**src/swd_defines.svh**
```systemverilog
// Purpose: offsets, field positions, reset values and counts of the software watchdog
// Assumes: one 8-bit register per address on the plain register port
// Notes: included by its bare name
`ifndef SWD_DEFINES_SVH
`define SWD_DEFINES_SVH

// ==========================================================================
// register offsets
`define SWD_OFF_IRQ_EN_FIRST 8'h00
`define SWD_OFF_IRQ_EN_SECOND 8'h01
`define SWD_OFF_IRQ_PRIO_FIRST 8'h02
`define SWD_OFF_RELOAD 8'h03
`define SWD_OFF_COUNT_LO 8'h04
`define SWD_OFF_COUNT_HI 8'h05
`define SWD_OFF_EVT_STATUS 8'h06
`define SWD_OFF_EVT_MASK 8'h07

// ==========================================================================
// field positions
`define SWD_BIT_ARM 6
`define SWD_BIT_START 6
`define SWD_BIT_TIMEOUT 6
`define SWD_BIT_PRESC_SEL 7
`define SWD_EVT_TIMEOUT 0
`define SWD_EVT_REFRESH 1
`define SWD_EVT_MISSED 2
`define SWD_EVT_STARTED 3

// ==========================================================================
// reset values
`define SWD_RST_REG8 8'h00
`define SWD_RST_COUNT 16'h0000

// ==========================================================================
// counts
`define SWD_TERMINAL 16'h7cff
`define SWD_WINDOW_CYC 12
`define SWD_PRESC_BASE 24
`define SWD_PRESC_EXTRA 16

`endif

```
**src/swd_pkg.sv**
```systemverilog
// Purpose: types of the software watchdog
// Assumes: nothing
// Notes: constants live in swd_defines.svh
package swd_pkg;

  // ==========================================================================
  // register port request
  typedef struct packed {
    logic [7:0] addr;
    logic [7:0] wdata;
    logic wr;
    logic rd;
  } swd_bus_req_t;

  // ==========================================================================
  // watchdog run state
  typedef enum logic {
    SWD_STOPPED = 1'b0,
    SWD_RUNNING = 1'b1
  } swd_run_t;

endpackage

```
**src/swd_top.sv**
```systemverilog
// Purpose: software watchdog with timed two-flag refresh and event interrupt
// Assumes: bus strobes one cycle long, never both at once, synchronous to mclk
// Notes: only rst_n stops the watchdog once it runs
// How it works
// - a 16-bit counter steps once every 24 clocks, or every 384 with the extra prescaler.
// - after reset the watchdog is stopped and counter and all its registers are zero.
// - once running no software write can stop it; only reset does.
// - setting the start/refresh flag (bit 6 of the second enable register) starts it.
// - at count 0x7cff the timeout signal rises, shows in priority bit 6 and asks for reset.
// - the timeout signal falls on reset or as soon as the counter moves on.
// - if the start/refresh flag is not set within the 12 clocks, arm clears with no reload.
// - a start/refresh set while armed reloads the counter and clears the arm flag.
// - the arm flag (bit 6 of the first enable register) self-clears 12 clocks after set.
// - the start/refresh flag self-clears 12 clocks after set.
// - bit 6 of the first priority register reads back the watchdog timeout status.
// - reload bit 7 adds a divide-by-16 stage to the watchdog clock.
// - reload bits 6..0 go into the counter high byte on each valid refresh.
// - the reload register can be written and read at any time.
`timescale 1ns/1ns
`include "swd_defines.svh"

module swd_top
  import swd_pkg::*;
(
  input wire logic mclk,
  input wire logic rst_n,
  input wire swd_bus_req_t bus_req,
  output logic [7:0] bus_rdata,
  output logic wd_timeout,
  output logic wd_reset_req,
  output logic irq
);

  localparam logic [8:0] PRESC_FAST_LAST = 9'(`SWD_PRESC_BASE - 1);
  localparam logic [8:0] PRESC_SLOW_LAST = 9'(`SWD_PRESC_BASE * `SWD_PRESC_EXTRA - 1);
  localparam logic [3:0] WIN_LAST = 4'(`SWD_WINDOW_CYC - 1);

  // ==========================================================================
  // helpers
  function automatic logic hit(input logic [7:0] a, input logic [7:0] off);
    return a == off;
  endfunction

  function automatic logic [3:0] age_step(input logic [3:0] a);
    return (a == WIN_LAST) ? a : 4'(a + 4'h1);
  endfunction

  logic [7:0] irq_enable_first_q, irq_enable_second_q, ip0_q, reload_q, mask_q, status_q, rdata_q;
  logic [7:0] status_d, mask_d, rd_mux;
  logic [15:0] cnt_q, cnt_d;
  logic [8:0] presc_q;
  logic [3:0] arm_age_q, start_age_q, evt;
  logic timeout_q, irq_q;
  swd_run_t run_q;

  logic wr_irq_enable_first, wr_irq_enable_second, wr_ip0, wr_rel, wr_mask, rd_status;
  logic arm_q, start_q, arm_set, start_set, refresh, arm_expire, presc_last, tick;

  // ==========================================================================
  // decode
  assign wr_irq_enable_first = bus_req.wr && hit(bus_req.addr, `SWD_OFF_IRQ_EN_FIRST);
  assign wr_irq_enable_second = bus_req.wr && hit(bus_req.addr, `SWD_OFF_IRQ_EN_SECOND);
  assign wr_ip0 = bus_req.wr && hit(bus_req.addr, `SWD_OFF_IRQ_PRIO_FIRST);
  assign wr_rel = bus_req.wr && hit(bus_req.addr, `SWD_OFF_RELOAD);
  assign wr_mask = bus_req.wr && hit(bus_req.addr, `SWD_OFF_EVT_MASK);
  assign rd_status = bus_req.rd && hit(bus_req.addr, `SWD_OFF_EVT_STATUS);

  assign arm_q = irq_enable_first_q[`SWD_BIT_ARM];
  assign start_q = irq_enable_second_q[`SWD_BIT_START];
  assign arm_set = wr_irq_enable_first && bus_req.wdata[`SWD_BIT_ARM];
  assign start_set = wr_irq_enable_second && bus_req.wdata[`SWD_BIT_START];
  assign refresh = start_set && arm_q;
  assign arm_expire = arm_q && (arm_age_q == WIN_LAST) && !wr_irq_enable_first && !start_set;

  // ==========================================================================
  // arm flag with 12-clock life
  always_ff @(posedge mclk) begin
    if (!rst_n) begin
      irq_enable_first_q <= `SWD_RST_REG8;
      arm_age_q <= 4'h0;
    end else if (wr_irq_enable_first) begin
      irq_enable_first_q <= bus_req.wdata;
      arm_age_q <= 4'h0;
    end else begin
      if (start_set) begin
        irq_enable_first_q[`SWD_BIT_ARM] <= 1'b0;
      end else if (arm_expire) begin
        irq_enable_first_q[`SWD_BIT_ARM] <= 1'b0;
      end
      if (arm_q) begin
        arm_age_q <= age_step(arm_age_q);
      end
    end
  end

  // ==========================================================================
  // start/refresh flag with 12-clock life
  always_ff @(posedge mclk) begin
    if (!rst_n) begin
      irq_enable_second_q <= `SWD_RST_REG8;
      start_age_q <= 4'h0;
    end else if (wr_irq_enable_second) begin
      irq_enable_second_q <= bus_req.wdata;
      start_age_q <= 4'h0;
    end else begin
      if (start_q && start_age_q == WIN_LAST) begin
        irq_enable_second_q[`SWD_BIT_START] <= 1'b0;
      end
      if (start_q) begin
        start_age_q <= age_step(start_age_q);
      end
    end
  end

  // ==========================================================================
  // run state
  always_ff @(posedge mclk) begin
    if (!rst_n) begin
      run_q <= SWD_STOPPED;
    end else begin
      unique case (run_q)
        SWD_STOPPED: begin
          if (start_set) begin
            run_q <= SWD_RUNNING;
          end
        end
        SWD_RUNNING: begin
          run_q <= SWD_RUNNING;
        end
      endcase
    end
  end

  // ==========================================================================
  // prescaler and counter
  assign presc_last = presc_q >= (reload_q[`SWD_BIT_PRESC_SEL] ? PRESC_SLOW_LAST
                                                                : PRESC_FAST_LAST);
  assign tick = (run_q == SWD_RUNNING) && presc_last;

  always_ff @(posedge mclk) begin
    if (!rst_n || refresh || run_q == SWD_STOPPED || presc_last) begin
      presc_q <= 9'h000;
    end else begin
      presc_q <= 9'(presc_q + 9'h001);
    end
  end

  always_comb begin
    cnt_d = cnt_q;
    if (refresh) begin
      cnt_d = {1'b0, reload_q[6:0], 8'h00};
    end else if (tick) begin
      cnt_d = 16'(cnt_q + 16'h0001);
    end
  end

  always_ff @(posedge mclk) begin
    if (!rst_n) begin
      cnt_q <= `SWD_RST_COUNT;
    end else begin
      cnt_q <= cnt_d;
    end
  end

  // timeout follows the counter state, so any change of count drops it
  always_ff @(posedge mclk) begin
    if (!rst_n) begin
      timeout_q <= 1'b0;
    end else begin
      timeout_q <= (cnt_d == `SWD_TERMINAL);
    end
  end

  // ==========================================================================
  // software registers
  always_ff @(posedge mclk) begin
    if (!rst_n) begin
      reload_q <= `SWD_RST_REG8;
    end else if (wr_rel) begin
      reload_q <= bus_req.wdata;
    end
  end

  always_ff @(posedge mclk) begin
    if (!rst_n) begin
      ip0_q <= `SWD_RST_REG8;
    end else if (wr_ip0) begin
      ip0_q <= bus_req.wdata;
    end
  end

  assign mask_d = wr_mask ? bus_req.wdata : mask_q;

  always_ff @(posedge mclk) begin
    if (!rst_n) begin
      mask_q <= `SWD_RST_REG8;
    end else begin
      mask_q <= mask_d;
    end
  end

  // ==========================================================================
  // event status, read clears, a new event wins over the clear
  always_comb begin
    evt = 4'h0;
    evt[`SWD_EVT_TIMEOUT] = (cnt_d == `SWD_TERMINAL) && !timeout_q;
    evt[`SWD_EVT_REFRESH] = refresh;
    evt[`SWD_EVT_MISSED] = arm_expire;
    evt[`SWD_EVT_STARTED] = start_set && (run_q == SWD_STOPPED);
    status_d = (rd_status ? 8'h00 : status_q) | {4'h0, evt};
  end

  always_ff @(posedge mclk) begin
    if (!rst_n) begin
      status_q <= `SWD_RST_REG8;
      irq_q <= 1'b0;
    end else begin
      status_q <= status_d;
      irq_q <= |(status_d & mask_d);
    end
  end

  // ==========================================================================
  // read port
  always_comb begin
    unique case (bus_req.addr)
      `SWD_OFF_IRQ_EN_FIRST: rd_mux = irq_enable_first_q;
      `SWD_OFF_IRQ_EN_SECOND: rd_mux = irq_enable_second_q;
      `SWD_OFF_IRQ_PRIO_FIRST: rd_mux = {ip0_q[7], timeout_q, ip0_q[5:0]};
      `SWD_OFF_RELOAD: rd_mux = reload_q;
      `SWD_OFF_COUNT_LO: rd_mux = cnt_q[7:0];
      `SWD_OFF_COUNT_HI: rd_mux = cnt_q[15:8];
      `SWD_OFF_EVT_STATUS: rd_mux = status_q;
      `SWD_OFF_EVT_MASK: rd_mux = mask_q;
      default: rd_mux = 8'h00;
    endcase
  end

  always_ff @(posedge mclk) begin
    if (!rst_n || !bus_req.rd) begin
      rdata_q <= 8'h00;
    end else begin
      rdata_q <= rd_mux;
    end
  end

  assign bus_rdata = rdata_q;
  assign wd_timeout = timeout_q;
  assign wd_reset_req = timeout_q;
  assign irq = irq_q;

  // ==========================================================================
  // checks
  logic [8:0] gap_q;
  logic gap_ok_q;
  logic arm_touch, start_touch;
  localparam logic [8:0] GAP_FAST = 9'd23;
  localparam logic [8:0] GAP_SLOW = 9'd383;

  assign arm_touch = wr_irq_enable_first || start_set;
  assign start_touch = wr_irq_enable_second;

  always_ff @(posedge mclk) begin
    if (!rst_n) begin
      gap_q <= 9'h000;
      gap_ok_q <= 1'b0;
    end else if (cnt_d != cnt_q || refresh || (start_set && run_q == SWD_STOPPED)) begin
      gap_q <= 9'h000;
      gap_ok_q <= !wr_rel;
    end else begin
      gap_q <= 9'(gap_q + 9'h001);
      if (wr_rel) begin
        gap_ok_q <= 1'b0;
      end
    end
  end

  AST_STEP_PERIOD: assert property (@(posedge mclk) disable iff (!rst_n)
    (tick && !refresh && gap_ok_q) |->
      gap_q == (reload_q[`SWD_BIT_PRESC_SEL] ? GAP_SLOW : GAP_FAST))
    else $error("counter stepped at the wrong prescaler count");

  AST_RESET_CLEAR: assert property (@(posedge mclk)
    !rst_n |=> (run_q == SWD_STOPPED && cnt_q == 16'h0000 && reload_q == 8'h00
                && irq_enable_first_q == 8'h00 && irq_enable_second_q == 8'h00 && !wd_timeout))
    else $error("watchdog state not cleared by reset");

  AST_NO_STOP: assert property (@(posedge mclk) disable iff (!rst_n)
    run_q == SWD_RUNNING |=> run_q == SWD_RUNNING)
    else $error("running watchdog stopped without reset");

  AST_START: assert property (@(posedge mclk) disable iff (!rst_n)
    (run_q == SWD_STOPPED && start_set) |=> run_q == SWD_RUNNING)
    else $error("start flag did not start the watchdog");

  AST_TIMEOUT: assert property (@(posedge mclk) disable iff (!rst_n)
    cnt_q == `SWD_TERMINAL |-> (wd_timeout && wd_reset_req))
    else $error("terminal count without timeout and reset request");

  AST_TIMEOUT_READ: assert property (@(posedge mclk) disable iff (!rst_n)
    (cnt_q == `SWD_TERMINAL && bus_req.rd && bus_req.addr == `SWD_OFF_IRQ_PRIO_FIRST) |=>
      bus_rdata[`SWD_BIT_TIMEOUT])
    else $error("terminal count not shown in priority status bit");

  AST_TIMEOUT_DROP: assert property (@(posedge mclk) disable iff (!rst_n)
    (wd_timeout && cnt_d != cnt_q) |=> !wd_timeout)
    else $error("timeout held after counter moved");

  AST_ARM_WINDOW: assert property (@(posedge mclk) disable iff (!rst_n)
    (arm_q && arm_age_q == WIN_LAST && !arm_touch) |=> !arm_q)
    else $error("arm flag outlived its 12 clocks");

  AST_ARM_HOLD: assert property (@(posedge mclk) disable iff (!rst_n)
    (arm_q && arm_age_q != WIN_LAST && !arm_touch) |=> arm_q)
    else $error("arm flag cleared before its 12 clocks");

  AST_REFRESH_LOAD: assert property (@(posedge mclk) disable iff (!rst_n)
    refresh |=> (cnt_q == {1'b0, $past(reload_q[6:0]), 8'h00} && !arm_q))
    else $error("refresh did not reload counter or clear arm");

  AST_START_LIFE: assert property (@(posedge mclk) disable iff (!rst_n)
    (start_q && start_age_q == WIN_LAST && !start_touch) |=> !start_q)
    else $error("start flag outlived its 12 clocks");

  AST_START_HOLD: assert property (@(posedge mclk) disable iff (!rst_n)
    (start_q && start_age_q != WIN_LAST && !start_touch) |=> start_q)
    else $error("start flag cleared before its 12 clocks");

  AST_RELOAD_RW: assert property (@(posedge mclk) disable iff (!rst_n)
    wr_rel ##1 (bus_req.rd && bus_req.addr == `SWD_OFF_RELOAD && !wr_rel) |=>
      bus_rdata == $past(reload_q))
    else $error("reload register readback wrong");

  AST_IRQ: assert property (@(posedge mclk) disable iff (!rst_n)
    |(status_q & mask_q) |-> irq)
    else $error("unmasked event without interrupt");

  CV_START: cover property (@(posedge mclk) disable iff (!rst_n)
    run_q == SWD_STOPPED && start_set);
  CV_REFRESH: cover property (@(posedge mclk) disable iff (!rst_n) refresh);
  CV_MISSED: cover property (@(posedge mclk) disable iff (!rst_n) arm_expire);
  CV_TIMEOUT: cover property (@(posedge mclk) disable iff (!rst_n) $rose(wd_timeout));

endmodule
```
**config.mk**
```make
export PLATFORM = sky130hd
export DESIGN_NAME = swd_top
export DESIGN_NICKNAME = d
export VERILOG_FILES = /design/src/swd_pkg.sv /design/src/swd_top.sv
export VERILOG_INCLUDE_DIRS = /design/src /design/src/src
export SDC_FILE = /design/constraint.sdc
export NUM_CORES = 1
export LEC_CHECK = 0
export ABC_AREA = 1
export BUFFER_PORTS_ARGS = -buffer_cell sky130_fd_sc_hd__buf_2
export CAP_MARGIN = 40
export CORE_MARGIN = 2
export CORE_UTILIZATION = 25
export DETAILED_ROUTE_END_ITERATION = 12
export PLACE_DENSITY = 0.51
export SLEW_MARGIN = 10
export SYNTH_ARGS = -nofsm -noshare
export SYNTH_HDL_FRONTEND = slang
export SYNTH_SLANG_ARGS = --single-unit
```
**constraint.sdc**
```tcl
create_clock -name mclk -period 3.68 [get_ports mclk]
set_input_delay 0.736 -clock mclk [delete_from_list [all_inputs] [get_ports mclk]]
set_output_delay 0.736 -clock mclk [all_outputs]
set_load 0.02 [all_outputs]
```
==> results.tsv <==
metric	value	unit
outcome	finished, final reports clean	
power_frac_comb	2.7	%
ys_ff_latch	91	
num_antenna_cells	0	
final_cell_mix	127 x nand2_1, 91 x dfxtp_1, 85 x nor2_1	
syn_area	4450	µm²
ant_nets	0	
dpl_cell_area	4790	µm²
tightest_slew	0.734	ns
cts.path.max_buffers	2	
rsz0062_at_grt	no	
grt_pass1_wl	20.1	mm
drive_gt1_share	11.6	%
finalCritPeriodShare	68.5	%
fp.dieH	137	µm
post_drt_wl_per_cell	14.2	µm
io_pins	31	
start_util	25.6	%
area_growth_syn_to_layout	14.4	%
core	17400	µm²
drv_slew	0	
ys.flop_type	dfxtp_1	
finalSetupTns	0	ns
yosysWarningCount	0	
cts_tree	yes	
r2r_end	wd_reset_req	
critPathMaxFanout	30	
grt_usage	14.0	%
die_w	137	µm
drv_cap	0	
critical_path.max_stage_delay	0.33	ns
cts_max_level	3	
clk_pin_slew	0.07	ns
crit_chain	inv_1 -> ha_1 -> inv_1 -> nor2_1 -> nand2_1 -> nor2_1 -> nand2_1 -> nand2_1 -> buf_4 -> nand2_2 -> nand2_1 -> nand3_1 -> nor4_1 -> nand4_1 -> nor2_1	
first_iter_violations	255	
cts_buffers	9	
hp-class	register to register	
max_freq	396	MHz
root_buffer	clkbuf_16	
rows	48	
cts_resized	0	
r2r_cells	15	
dr_total_vias	4113	
p_sw	496	µW
async_reset_ff_share	0	%
cp_slowest_cell	nor4_1	
final_common_cell	nand2_1	
place_hpwl	9.25	mm
syn_area_per_cell	7.11	µm²
firstDrtPassIters	5	
via_per_inst	4.67	
finalSetupViolCount	0	
cp-start-kind	register	
cts_setup_buffers	0	
fill_cells	1879	
grt_max_degree	35	
clock_sinks	91	
cp.arrival	2.81	ns
critPathKind	register to register	
r2r-start	reload_q[7]	
internal-power	1500	µW
io_buffer_count	30	
min_period	2.52	ns
cp.depth	15	
pwr_density_cell	392	nW/µm²
ctsHoldBuffers	0	
cp_top_family	simple AND/OR/NAND/NOR gates	
required	3.97	ns
rrSetupSlack	1.16	ns
switching_share	24.9	%
synth-seq-area-share	41.0	%
maxSlewHeadroom	49.8	%
antenna_found_initial	0	
pwr-share-seq	49.4	%
dieArea	18900	µm²
startpoint	reload_q[7]	
gp_routability_congestion	0.818	
p_leak	0.00202	µW
min_from	presc_q[0]	
nets	678	
grt_pass1_vias	3723	
crit_end	wd_reset_req	
drc_errors	0	
syn_nets	654	
cpMostUsedCell	nand2_1	
finalWirelength	12.5	mm
grt_overflow	0	
netlist_instances	626	
fin_area	5090	µm²
power_frac_clock	47.9	%
ys_types	40	
clock_skew	0.0109	ns
synth_edf_count	0	
finalHoldViolCount	0	
cp-end-kind	register	
insertion_delay	0.36	ns
ir_drop	0.210	mV
path_buf_inv	3	
==> layer usage <==
| layer | global-route usage, % | wire (µm) | vias up |
|---|---|---|---|
| met1 | 20.0 | 6310 | 1876 |
| met5 | 0 | 0 | - |
| met3 | 2.65 | 542 | 17 |
| met4 | 4.52 | 211 | 0 |
| li1 | - | - | 2105 |
| met2 | 21.3 | 5400 | 115 |
==> stage by stage <==
stage,hold WS (ns),std cells,total power [µW],utilization [%],worst slack (ns)
after floorplan,0.418,626,1040,-,1.52
final,0.450,880,1990,29.3,1.16
after CTS,0.451,880,2010,29.3,1.20
after global placement,0.433,864,1060,27.6,0.918
after global routing,0.476,880,2060,29.3,0.889
after detailed placement,0.441,864,1060,27.6,0.888
==> power by group through the flow <==
stage | sequential, µW | combinational, µW | clock (µW)
after global placement | 1010 | 53.9 | 0
final | 985 | 52.9 | 956
after detailed placement | 1010 | 53.0 | 0
after global routing | 985 | 58.2 | 1020
after CTS | 985 | 53.1 | 973
after floorplan | 1010 | 27.3 | 0
==> logic make-up after synthesis <==
kind of cell	count (synthesis)	share of synthesized area, %
buf+inv	98	9.17
xor+xnor	11	2.17
fa+ha+maj	8	2.25
flops	91	41.0
simple gates	294	29.3
compound gates	124	16.1
==> registers in the layout, indices dropped and copies added, names as in the netlist <==
name                 cells
irq_enable_second_q      8
run_q                    1
start_age_q              4
cnt_q                   16
status_q                 8
mask_q                   8
ip0_q                    7
reload_q                 8
irq                      1
irq_enable_first_q       8
bus_rdata                8
presc_q                  9
wd_reset_req             1
arm_age_q                4
==> layout make-up <==
type / count / area (µm²) / area share (%)
Multi-Input combinational cell: 437 / 2220 / 43.6
Sequential cell: 91 / 1820 / 35.8
Inverter: 78 / 293 / 5.75
Tap cell: 225 / 282 / 5.53
Clock buffer: 10 / 239 / 4.70
Timing Repair Buffer: 33 / 173 / 3.39
Clock inverter: 6 / 62.6 / 1.23
==> synth_stat cells (2+ instances only) <==
master / n / share of area [%]
clkbuf_1: 9 / 0.76
a221oi_1: 9 / 1.8
nor3_1: 8 / 0.90
ha_1: 8 / 2.3
buf_4: 3 / 0.51
a21oi_1: 50 / 5.6
xor2_1: 10 / 2.0
nand3_2: 2 / 0.45
inv_2: 4 / 0.34
nor4_1: 2 / 0.28
a22o_1: 5 / 0.98
o21ai_1: 4 / 0.45
or2_2: 2 / 0.28
nor2_2: 8 / 1.1
a21oi_2: 2 / 0.39
nand2_1: 127 / 11
buf_2: 5 / 0.56
nand3_1: 37 / 4.2
nor2_4: 3 / 0.76
dfxtp_1: 91 / 41
buf_6: 3 / 0.76
o21ai_0: 38 / 4.3
a2111oi_0: 2 / 0.39
nor2_1: 85 / 7.2
nand4_1: 12 / 1.7
o22ai_1: 9 / 1.3
inv_1: 73 / 6.2
nand2_2: 3 / 0.42
==> how the worst min path moves through the flow <==
stage	end	slack [ns]	cells past startpoint
final	presc_q[0]	0.45	1
after global routing	presc_q[0]	0.48	1
after CTS	presc_q[0]	0.45	1
after detailed placement	presc_q[0]	0.44	1
after global placement	presc_q[0]	0.43	1
after floorplan	presc_q[0]	0.42	1
==> worst register-to-register path, delay by kind of cell (launching register included) <==
family	cells	cell delay, ns
buffers and inverters	3	0.44
AND/OR/NAND/NOR	11	1.38
flip-flops	1	0.32
adder cells (fa/ha/maj)	1	0.32
Power figures use the tool's default switching activity.
